### config.mk
export PLATFORM = sky130hd
export DESIGN_NAME = pbe_event_count
export DESIGN_NICKNAME = d
export VERILOG_FILES = /design/src/pkg/pbe_pkg.sv /design/src/pkg/pbe_evt_if.sv /design/src/rtl/pbe_event_count.sv /design/src/rtl/pbe_pf_track.sv /design/src/rtl/pbe_bus_mon.sv
export VERILOG_INCLUDE_DIRS = /design/src /design/src/pkg
export SDC_FILE = /design/constraint.sdc
export NUM_CORES = 1
export LEC_CHECK = 0
export BUFFER_PORTS_ARGS = -buffer_cell sky130_fd_sc_hd__buf_2
export CORE_UTILIZATION = 59
export DETAILED_ROUTE_END_ITERATION = 7
export PLACE_DENSITY = 0.82
export SYNTH_ARGS = -nofsm -noshare
export SYNTH_HDL_FRONTEND = slang
export SYNTH_HIERARCHICAL = 1
export SYNTH_SLANG_ARGS = --single-unit
### constraint.sdc
create_clock -name ref_clk -period 7.6 [get_ports ref_clk]
set_input_delay 1.52 -clock ref_clk [delete_from_list [all_inputs] [get_ports ref_clk]]
set_output_delay 1.52 -clock ref_clk [all_outputs]
set_load 0.01 [all_outputs]
### src/pkg/pbe_defines.svh
// offsets, field positions, reset values and counts for the prefetch/bus event counter
`ifndef PBE_DEFINES_SVH
`define PBE_DEFINES_SVH

// ==================================================
// register map (byte offsets)
`define PBE_OFS_CTRL 4'h0
`define PBE_OFS_COUNT 4'h4
`define PBE_OFS_STATUS 4'h8

// ==================================================
// control fields
`define PBE_CTRL_EVT_LSB 0
`define PBE_CTRL_UM_LSB 8
`define PBE_CTRL_EN_BIT 16
`define PBE_CTRL_RST 17'h00000
`define PBE_COUNT_RST 32'h00000000

// ==================================================
// event codes and unit masks
`define PBE_EV_PF_MISS 8'h4b
`define PBE_UM_PF_ALL 8'h01
`define PBE_UM_PF_OUTER 8'h02
`define PBE_EV_LOAD_HIT_PF 8'h4c
`define PBE_UM_LOAD_HIT_PF 8'h00
`define PBE_EV_L1_PF_REQ 8'h4e
`define PBE_UM_L1_PF_REQ 8'h10
`define PBE_EV_RD_PEND 8'h60
`define PBE_EV_NOT_READY 8'h61
`define PBE_EV_DATA_VALID 8'h62
`define PBE_UM_THIS_AGENT 8'h00
`define PBE_UM_ALL_AGENTS 8'h20

// ==================================================
// sizes and timing
`define PBE_LINE_W 26
`define PBE_PF_SLOTS 4
`define PBE_PEND_W 5
`define PBE_HOLDOFF_CYC 2'h2
`define PBE_HOLDOFF_LEVEL 5'h0c

`endif

### src/pkg/pbe_pkg.sv
// types shared by the prefetch/bus event counter
`include "pbe_defines.svh"
package pbe_pkg;
    typedef enum logic [2:0] {
        PBE_RD_L1D = 3'h0,
        PBE_RD_L2PF = 3'h1,
        PBE_RD_OWN = 3'h2,
        PBE_RD_IFETCH = 3'h3,
        PBE_TR_OTHER = 3'h4
    } pbe_tr_kind_t;

    typedef enum logic [1:0] {
        PBE_PF_ALL = 2'h0,
        PBE_PF_OUTER_A = 2'h1,
        PBE_PF_OUTER_B = 2'h2,
        PBE_PF_NONE = 2'h3
    } pbe_pf_kind_t;

    typedef struct packed {
        logic [`PBE_PF_SLOTS-1:0] valid;
        logic [`PBE_PF_SLOTS-1:0][`PBE_LINE_W-1:0] line;
        logic loadHit;
    } pbe_trk_st_t;

    typedef struct packed {
        logic issue1, issue2;
        logic [2:0] issueKind1, issueKind2;
        logic done1, done2;
        logic [2:0] doneKind1, doneKind2;
        logic dvIn1, dvIn2;
        logic holdIn1, holdIn2;
        logic [`PBE_PEND_W-1:0] pend;
        logic [1:0] holdCnt;
        logic holdRise;
        logic ownDrive;
        logic [`PBE_PEND_W-1:0] pendOcc;
    } pbe_bus_st_t;

    typedef struct packed {
        logic [16:0] ctrl;
        logic [31:0] count;
        logic ack;
        logic [31:0] rdata;
    } pbe_top_st_t;
endpackage

### src/pkg/pbe_evt_if.sv
// occurrence signals passed from the detector modules to the counter
`timescale 1ns/1ns
`default_nettype none
`include "pbe_defines.svh"
interface pbe_evt_if;
    logic loadHitPf;
    logic [`PBE_PEND_W-1:0] pendOcc;
    logic notReadyRise;
    logic dvOwn;
    logic dvAny;
    logic [`PBE_PEND_W-1:0] pendNow;
    logic holdOffOut;

    modport trk (output loadHitPf);
    modport bus (output pendOcc, notReadyRise, dvOwn, dvAny, pendNow, holdOffOut);
    modport cnt (input loadHitPf, pendOcc, notReadyRise, dvOwn, dvAny, pendNow, holdOffOut);
endinterface
`default_nettype wire

### src/rtl/pbe_event_count.sv
// event counter top: event select, counting and Avalon-MM register slave
// Notes on behaviour
// RQ1: event 4b/01 counts executed all-levels prefetch hints missing every cache.
// RQ2: event 4b/02 counts executed outer-level prefetch hints, either variant, missing all.
// RQ3: prefetch misses count at execution, so squashed speculative ones still count.
// RQ4: event 4c/00 counts loads hitting a line whose software prefetch is unfinished.
// RQ5: event 4e/10 counts every first-level prefetch request, rejected ones too.
// RQ6: first-level prefetch requests are refused while second-level cache is busy.
// RQ7: event 60 adds the number of pending full-line reads each cycle.
// RQ8: a read is pending from its issue until the whole line arrives.
// RQ9: only full-line cacheable first-level or second-level prefetch reads count as pending.
// RQ10: event 61 counts each hold-off assertion this device drives.
// RQ11: hold-off is asserted when outstanding data and snoop work nears the limit.
// RQ12: each hold-off assertion lasts two bus cycles.
// RQ13: no new transaction is issued while hold-off is asserted.
// RQ14: event 62 counts cycles with the data-valid strobe asserted.
// RQ15: the data-driving agent asserts the data-valid strobe every transfer cycle.
// RQ16: own-agent mask counts only cycles this device drives data.
// RQ17: any-agent mask counts every cycle any agent drives data.
// RQ18: code and mask must match exactly; counter adds occurrences per cycle.
`timescale 1ns/1ns
`default_nettype none
`include "pbe_defines.svh"
module pbe_event_count
    import pbe_pkg::*;
#(
    parameter int PF_SLOTS = `PBE_PF_SLOTS
) (
    input wire logic ref_clk,
    input wire logic nrst,

    input wire logic [3:0] avs_address,
    input wire logic avs_read,
    input wire logic avs_write,
    input wire logic [31:0] avs_writedata,
    input wire logic [3:0] avs_byteenable,
    output logic [31:0] avs_readdata,
    output logic avs_waitrequest,

    input wire logic pfExec,
    input wire logic [1:0] pfKind,
    input wire logic pfMissAll,
    input wire logic pfStart,
    input wire logic [`PBE_LINE_W-1:0] pfStartLine,
    input wire logic pfDone,
    input wire logic [`PBE_LINE_W-1:0] pfDoneLine,
    input wire logic loadIssue,
    input wire logic [`PBE_LINE_W-1:0] loadLine,
    input wire logic l1PfReq,
    input wire logic l2Busy,
    output logic l1PfAccept,

    input wire logic coreBusReq,
    output logic busReqGo,
    input wire logic busIssue,
    input wire logic [2:0] busIssueKind,
    input wire logic busLineDone,
    input wire logic [2:0] busDoneKind,
    input wire logic dataValidIn,
    input wire logic holdOffIn,
    input wire logic [`PBE_PEND_W-1:0] snoopPend,
    input wire logic ownDataXfer,
    output logic dataValidOut,
    output logic holdOffOut
);
    pbe_evt_if evt ();

    pbe_top_st_t st_ff, nxt_st;
    logic [7:0] evCode;
    logic [7:0] evMask;
    logic [7:0] inc;
    logic issueOk;
    logic req;
    logic hit;

    // ==================================================
    // detectors
    pbe_pf_track #(
        .SLOTS(PF_SLOTS)
    ) u_track (
        .ref_clk(ref_clk),
        .nrst(nrst),
        .pfStart(pfStart),
        .pfStartLine(pfStartLine),
        .pfDone(pfDone),
        .pfDoneLine(pfDoneLine),
        .loadIssue(loadIssue),
        .loadLine(loadLine),
        .evt(evt.trk)
    );

    pbe_bus_mon u_bus (
        .ref_clk(ref_clk),
        .nrst(nrst),
        .busIssue(busIssue),
        .busIssueKind(busIssueKind),
        .busLineDone(busLineDone),
        .busDoneKind(busDoneKind),
        .dataValidIn(dataValidIn),
        .holdOffIn(holdOffIn),
        .snoopPend(snoopPend),
        .ownDataXfer(ownDataXfer),
        .dataValidOut(dataValidOut),
        .holdOffOut(holdOffOut),
        .issueOk(issueOk),
        .evt(evt.bus)
    );

    // ==================================================
    // helpers
    function automatic logic selIs(input logic [7:0] c, input logic [7:0] m,
                                   input logic [7:0] wc, input logic [7:0] wm);
        selIs = (c == wc) && (m == wm); // RQ18
    endfunction

    function automatic logic [31:0] byteMerge(input logic [31:0] old, input logic [31:0] wd,
                                              input logic [3:0] be);
        logic [31:0] r;
        r = old;
        for (int b = 0; b < 4; b++) begin
            if (be[b]) begin
                r[b*8 +: 8] = wd[b*8 +: 8];
            end
        end
        byteMerge = r;
    endfunction

    assign l1PfAccept = l1PfReq && !l2Busy; // RQ6
    assign busReqGo = coreBusReq && issueOk; // RQ13

    // ==================================================
    // event select
    assign evCode = st_ff.ctrl[`PBE_CTRL_EVT_LSB +: 8];
    assign evMask = st_ff.ctrl[`PBE_CTRL_UM_LSB +: 8];

    always_comb begin
        inc = 8'h00;
        // execution-time qualification: no retire input exists, squashed prefetches still count
        if (selIs(evCode, evMask, `PBE_EV_PF_MISS, `PBE_UM_PF_ALL)) begin
            inc = {7'h00, pfExec && pfMissAll && pfKind == PBE_PF_ALL}; // RQ1 RQ3
        end else if (selIs(evCode, evMask, `PBE_EV_PF_MISS, `PBE_UM_PF_OUTER)) begin
            inc = {7'h00, pfExec && pfMissAll
                && (pfKind == PBE_PF_OUTER_A || pfKind == PBE_PF_OUTER_B)}; // RQ2 RQ3
        end else if (selIs(evCode, evMask, `PBE_EV_LOAD_HIT_PF, `PBE_UM_LOAD_HIT_PF)) begin
            inc = {7'h00, evt.loadHitPf}; // RQ4
        end else if (selIs(evCode, evMask, `PBE_EV_L1_PF_REQ, `PBE_UM_L1_PF_REQ)) begin
            inc = {7'h00, l1PfReq}; // RQ5
        end else if (selIs(evCode, evMask, `PBE_EV_RD_PEND, `PBE_UM_THIS_AGENT)) begin
            inc = {{(8-`PBE_PEND_W){1'b0}}, evt.pendOcc}; // RQ7
        end else if (selIs(evCode, evMask, `PBE_EV_NOT_READY, `PBE_UM_THIS_AGENT)) begin
            inc = {7'h00, evt.notReadyRise}; // RQ10 RQ12
        end else if (selIs(evCode, evMask, `PBE_EV_DATA_VALID, `PBE_UM_THIS_AGENT)) begin
            inc = {7'h00, evt.dvOwn}; // RQ14 RQ16
        end else if (selIs(evCode, evMask, `PBE_EV_DATA_VALID, `PBE_UM_ALL_AGENTS)) begin
            inc = {7'h00, evt.dvAny}; // RQ14 RQ17
        end
    end

    // ==================================================
    // register slave and counter
    // one wait state on every access: the answer edge is the second edge of the request
    assign req = avs_read || avs_write;
    assign hit = req && st_ff.ack;
    assign avs_waitrequest = req && !st_ff.ack;
    assign avs_readdata = st_ff.rdata;

    always_comb begin
        nxt_st = st_ff;
        nxt_st.ack = req && !st_ff.ack;
        if (st_ff.ctrl[`PBE_CTRL_EN_BIT]) begin
            nxt_st.count = st_ff.count + {24'h000000, inc}; // RQ18
        end
        if (req && !st_ff.ack) begin
            unique case (avs_address)
                `PBE_OFS_CTRL: nxt_st.rdata = {15'h0000, st_ff.ctrl};
                `PBE_OFS_COUNT: nxt_st.rdata = st_ff.count;
                `PBE_OFS_STATUS: nxt_st.rdata = {23'h000000, evt.holdOffOut,
                    {(8-`PBE_PEND_W){1'b0}}, evt.pendNow};
                default: nxt_st.rdata = 32'h00000000;
            endcase
        end
        // a software write to the count wins over the increment of the same cycle
        if (hit && avs_write) begin
            if (avs_address == `PBE_OFS_CTRL) begin
                nxt_st.ctrl = 17'(byteMerge({15'h0000, st_ff.ctrl}, avs_writedata, avs_byteenable));
            end else if (avs_address == `PBE_OFS_COUNT) begin
                nxt_st.count = byteMerge(st_ff.count, avs_writedata, avs_byteenable);
            end
        end
    end

    always_ff @(posedge ref_clk or negedge nrst) begin
        if (!nrst) begin
            st_ff.ctrl <= `PBE_CTRL_RST;
            st_ff.count <= `PBE_COUNT_RST;
            st_ff.ack <= 1'b0;
            st_ff.rdata <= 32'h00000000;
        end else begin
            st_ff <= nxt_st;
        end
    end
endmodule
`default_nettype wire

### src/rtl/pbe_pf_track.sv
// in-flight software prefetch tracker; flags loads that hit a line still being prefetched
`timescale 1ns/1ns
`default_nettype none
`include "pbe_defines.svh"
module pbe_pf_track
    import pbe_pkg::*;
#(
    parameter int SLOTS = `PBE_PF_SLOTS
) (
    input wire logic ref_clk,
    input wire logic nrst,
    input wire logic pfStart,
    input wire logic [`PBE_LINE_W-1:0] pfStartLine,
    input wire logic pfDone,
    input wire logic [`PBE_LINE_W-1:0] pfDoneLine,
    input wire logic loadIssue,
    input wire logic [`PBE_LINE_W-1:0] loadLine,
    pbe_evt_if.trk evt
);
    if (SLOTS < 1 || SLOTS > `PBE_PF_SLOTS) begin : g_chk
        $error("pbe_pf_track: SLOTS out of range");
    end

    pbe_trk_st_t st_ff, nxt_st;
    logic placed;

    // ==================================================
    // slot bookkeeping
    always_comb begin
        nxt_st = st_ff;
        placed = 1'b0;
        nxt_st.loadHit = 1'b0;
        // a load is compared against slots as they stand, so one that meets the start cycle is not flagged
        for (int i = 0; i < SLOTS; i++) begin
            if (loadIssue && st_ff.valid[i] && st_ff.line[i] == loadLine) begin
                nxt_st.loadHit = 1'b1; // RQ4
            end
        end
        for (int i = 0; i < SLOTS; i++) begin
            if (pfDone && st_ff.valid[i] && st_ff.line[i] == pfDoneLine) begin
                nxt_st.valid[i] = 1'b0;
            end
        end
        // when every slot is busy the newest prefetch goes untracked
        for (int i = 0; i < SLOTS; i++) begin
            if (pfStart && !placed && !nxt_st.valid[i]) begin
                nxt_st.valid[i] = 1'b1;
                nxt_st.line[i] = pfStartLine;
                placed = 1'b1;
            end
        end
    end

    always_ff @(posedge ref_clk or negedge nrst) begin
        if (!nrst) begin
            st_ff <= '0;
        end else begin
            st_ff <= nxt_st;
        end
    end

    assign evt.loadHitPf = st_ff.loadHit;
endmodule
`default_nettype wire

### src/rtl/pbe_bus_mon.sv
// system bus monitor: pending line reads, hold-off drive and data-valid cycles
`timescale 1ns/1ns
`default_nettype none
`include "pbe_defines.svh"
module pbe_bus_mon
    import pbe_pkg::*;
(
    input wire logic ref_clk,
    input wire logic nrst,
    input wire logic busIssue,
    input wire logic [2:0] busIssueKind,
    input wire logic busLineDone,
    input wire logic [2:0] busDoneKind,
    input wire logic dataValidIn,
    input wire logic holdOffIn,
    input wire logic [`PBE_PEND_W-1:0] snoopPend,
    input wire logic ownDataXfer,
    output logic dataValidOut,
    output logic holdOffOut,
    output logic issueOk,
    pbe_evt_if.bus evt
);
    pbe_bus_st_t st_ff, nxt_st;
    logic [`PBE_PEND_W:0] load;

    function automatic logic countedRead(input logic [2:0] k);
        countedRead = (k == PBE_RD_L1D) || (k == PBE_RD_L2PF); // RQ9
    endfunction

    // ==================================================
    // pin synchronisers and counters
    always_comb begin
        nxt_st = st_ff;
        nxt_st.issue1 = busIssue;
        nxt_st.issue2 = st_ff.issue1;
        nxt_st.issueKind1 = busIssueKind;
        nxt_st.issueKind2 = st_ff.issueKind1;
        nxt_st.done1 = busLineDone;
        nxt_st.done2 = st_ff.done1;
        nxt_st.doneKind1 = busDoneKind;
        nxt_st.doneKind2 = st_ff.doneKind1;
        nxt_st.dvIn1 = dataValidIn;
        nxt_st.dvIn2 = st_ff.dvIn1;
        nxt_st.holdIn1 = holdOffIn;
        nxt_st.holdIn2 = st_ff.holdIn1;
        // a read is pending from its issue cycle through the cycle its last chunk lands
        nxt_st.pendOcc = st_ff.pend + (`PBE_PEND_W)'(st_ff.issue2 && countedRead(st_ff.issueKind2)); // RQ8
        nxt_st.pend = st_ff.pend
            + (`PBE_PEND_W)'(st_ff.issue2 && countedRead(st_ff.issueKind2))
            - (`PBE_PEND_W)'(st_ff.done2 && countedRead(st_ff.doneKind2) && st_ff.pend != '0);
        nxt_st.holdRise = 1'b0;
        load = {1'b0, st_ff.pend} + {1'b0, snoopPend};
        if (st_ff.holdCnt != 2'h0) begin
            nxt_st.holdCnt = st_ff.holdCnt - 2'h1;
        end else if (load >= {1'b0, `PBE_HOLDOFF_LEVEL}) begin
            nxt_st.holdCnt = `PBE_HOLDOFF_CYC; // RQ11 RQ12
            nxt_st.holdRise = 1'b1; // RQ10
        end
        nxt_st.ownDrive = ownDataXfer; // RQ15
    end

    always_ff @(posedge ref_clk or negedge nrst) begin
        if (!nrst) begin
            st_ff <= '0;
        end else begin
            st_ff <= nxt_st;
        end
    end

    assign holdOffOut = st_ff.holdCnt != 2'h0;
    assign issueOk = !(holdOffOut || st_ff.holdIn2); // RQ13
    assign dataValidOut = st_ff.ownDrive;
    assign evt.pendOcc = st_ff.pendOcc; // RQ7
    assign evt.notReadyRise = st_ff.holdRise;
    assign evt.dvOwn = st_ff.ownDrive; // RQ16
    assign evt.dvAny = st_ff.dvIn2; // RQ17
    assign evt.pendNow = st_ff.pend;
    assign evt.holdOffOut = holdOffOut;
endmodule
`default_nettype wire

==> results.sh <==
export IMPL_tns_ns=0
export IMPL_globalplace_congestion=1.01
export IMPL_cts_resized=0
export IMPL_crit_path_frequent_cell="buf_2"
export IMPL_grt_max_degree=133
export IMPL_max_slew_margin_pct=32.5
export IMPL_ant_nets=0
export IMPL_reg2reg_to="st_ff[57]$_DFFE_PN0P_"
export IMPL_synthTopCellsByCount="dfrtp_1, xnor2_1, mux2_2"
export IMPL_end_kind="output pin"
export IMPL_cp_data_arrival_time_ns=2.77
export IMPL_yosys_top_cells_area="dfrtp_1, xnor2_1, mux2_2, mux2_4, xor2_1"
export IMPL_syn_area_um2=12700
export IMPL_yosys_warnings=6
export IMPL_hp_start="u_bus/nxt_st[28]$_DFF_PN0_"
export IMPL_vias=9512
export IMPL_htreeDepth=1
export IMPL_grt_setup_unrepaired="false"
export IMPL_post_cts_setup_buffer_count=0
export IMPL_max_cap_violations=0
export IMPL_cts_path_max_buffers=3
export IMPL_grt_pass1_vias=9573
export IMPL_hold_violations=0
export IMPL_fin_crit_ns=4.29
export IMPL_place_port_buffers=182
export IMPL_min_to="u_bus/st_ff[28]$_DFF_PN0_"
export IMPL_die_area_um2=22000
export IMPL_reg2reg_depth=13
export IMPL_seq_area_frac_synth_pct=43.7
export IMPL_pwr_density_cell_nw_per_um2=251
export IMPL_ys_flop_type="dfrtp_1"
export IMPL_clock_latency_ns=0.53
export IMPL_wl_per_cell_um=22.6
export IMPL_worst_path_largest_cell_delay_ns=0.80
export IMPL_layout_worst_path_cycle_share_pct=56.4
export IMPL_yosysTopAreaCell="dfrtp_1"
export IMPL_ios=185
export IMPL_max_freq_mhz=233
export IMPL_core_um2=21000
export IMPL_vias_per_cell=6.17
export IMPL_hpwl_um=25800
export IMPL_status="completed"
export IMPL_drt_first_iter_violations=755
export IMPL_cts_inserted_buffers=24
export IMPL_path_class="in -> out"
export IMPL_cp_data_required_time_ns=6.08
export IMPL_rr_startpoint="evMask[1]$_DFFE_PN0P_"
export IMPL_drc=0
export IMPL_synth_top_cell_area_share_pct=43.7
export IMPL_critPathMaxFanout=49
export IMPL_met1_length_um=14400
export IMPL_wl_um=34900
export IMPL_grt_pass1_wl_um=54200
export IMPL_area_delta_synth_final_pct=11.2
export IMPL_syn_inst=1147
export IMPL_synth_area_per_cell_um2=11.0
export IMPL_met3WireLength_um=2760
export IMPL_cts_root_buf="clkbuf_16"
export IMPL_final_util_pct=66.9
export IMPL_antenna_found_initial=2
export IMPL_syn_nets=1312
export IMPL_final_area_um2=14100
export IMPL_drt_first_pass_iters=5
export IMPL_initial_core_util_pct=60.2
export IMPL_critPathLaunch="avs_write"
export IMPL_maxUsedRoutingLayer="met5"
export IMPL_power_uw=3530
export IMPL_path_clk_slew_ns=0.06
export IMPL_min_path_type="reg -> reg"
export IMPL_rows=53
export IMPL_clock_sinks=221
export IMPL_overflow=0
export IMPL_cp_start_kind="primary input"
export IMPL_finClkSkew_ns=0.0320
export IMPL_num_nets_final=1418
export IMPL_place_area_um2=13300
export IMPL_met2WireLength_um=16400
export IMPL_yosysMostFrequentCell="dfrtp_1"
export IMPL_drive_gt1_share_pct=29.4
export IMPL_track_usage_pct=32.2
export IMPL_cts_hold_buf=0
export IMPL_power_leakage_uw=0.00625
export IMPL_yosys_cell_types_count=81
export IMPL_crit_chain="buf_2 -> o21bai_4 -> inv_1 -> buf_2"
export IMPL_setup_viol=0
export IMPL_synthArstFlopShare_pct=100
export IMPL_synth_seq_cells=221
export IMPL_drv_slew=0
export IMPL_dieWidth_um=148
export IMPL_critPathSlowestCell="o21bai_4"
export IMPL_irDropWorstVdd_v=0.000188
export IMPL_synth_edf_count=0
export IMPL_dieHeight_um=148
export IMPL_worst_pin_slew_ns=1.01
export IMPL_reg2reg_slack_ns=3.51
export IMPL_cts_tree="yes"
export IMPL_hold_depth=0
kinds of logic (layout without fill, tap and decap cells):
kind of cell               after synthesis  in the layout  share of synthesized area, %
and+or+nand+nor                        296            296                          12.9
DFF                                    221            221                          43.7
xor gates and xnor gates               219            219                          15.2
AOI/OAI and AO/OA                      146            146                          8.76
buffers and inverters                  126            245                          5.66
muxes                                  122            122                          12.0
adders and majority gates               17             17                          1.80
other                                    0              1                             0
metal layers:
metal  vias up  track usage, %
met3        94            4.82
li1       4245               -
met2       497            52.4
met1      4674            43.3
met5         -               0
met4         2            12.6
cell usage in the layout, fill, tap and decap left out, types with 4 or more instances in the layout:
master and count:
dfrtp_1 221, buf_2 181, xnor2_1 156, mux2_2 82, nand2_1 77, xor2_1 63
nand4_1 47, mux2_4 40, o21ai_0 39, nor2_1 37, nand3_1 32, nor4_1 25
clkbuf_16 24, inv_1 19, nor3_1 15, ha_1 15, a22oi_1 12, a21oi_1 12
and3_1 11, a211oi_1 10, o22ai_1 9, clkbuf_1 7, and2_1 6, nor2b_1 6
a222oi_1 6, o211ai_1 6, or4_1 6, clkbuf_8 6, buf_4 5, nor3b_1 4
and4_1 4, o311ai_0 4, a21o_1 4
through the flow:
step	worst slack, ns	hold slack [ns]	cells
global placement	3.17	0.332	1502
finish	3.31	0.348	1542
detailed placement	3.09	0.337	1502
CTS	3.30	0.350	1541
global route	3.15	0.353	1541
floorplan	3.59	0.331	1147
registers in the layout, summed over array words and instances (netlist names), 5 cells and up:
register / flops
avs_readdata: 32
evCode: 8
evMask: 8
st_ff: 34
u_bus/evt.pendNow: 5
u_bus/evt.pendOcc: 5
u_bus/nxt_st: 8
u_bus/st_ff: 9
u_track/st_ff: 108
final cells by class:
| cell class | instances | area [um^2] |
|---|---|---|
| well taps | 275 | 344 |
| clock inverters | 2 | 21.3 |
| repair buffers | 187 | 958 |
| fillers | 1633 | 6960 |
| inverters | 19 | 71.3 |
| multi-input cells | 800 | 6430 |
| flip-flops and latches | 221 | 5530 |
| diodes | 1 | 2.50 |
| clock buffers | 37 | 709 |
critical path, delay by kind of cell:
kind	cells	cell delay (ns)
compound gates	1	0.80
buf+inv	3	0.46
report_power, final:
part | switching [uW] | internal, uW | total [uW]
Clock | 456 | 636 | 1090
Sequential | 242 | 1370 | 1610
Combinational | 415 | 412 | 827
Total | 1110 | 2420 | 3530
worst max-delay path by stage:
| stage | end | depth (start not counted) |
|---|---|---|
| 6_report | avs_waitrequest | 4 |
| 5_1_grt | avs_waitrequest | 4 |
| 4_1_cts | avs_waitrequest | 4 |
| 3_5_place_dp | st_ff[59]$_DFFE_PN0P_ | 15 |
| 3_3_place_gp | u_track/st_ff[98]$_DFFE_PN0P_ | 7 |
| 2_1_floorplan | st_ff[55]$_DFFE_PN0P_ | 15 |
No activity file was read; power rests on OpenSTA's default activity.
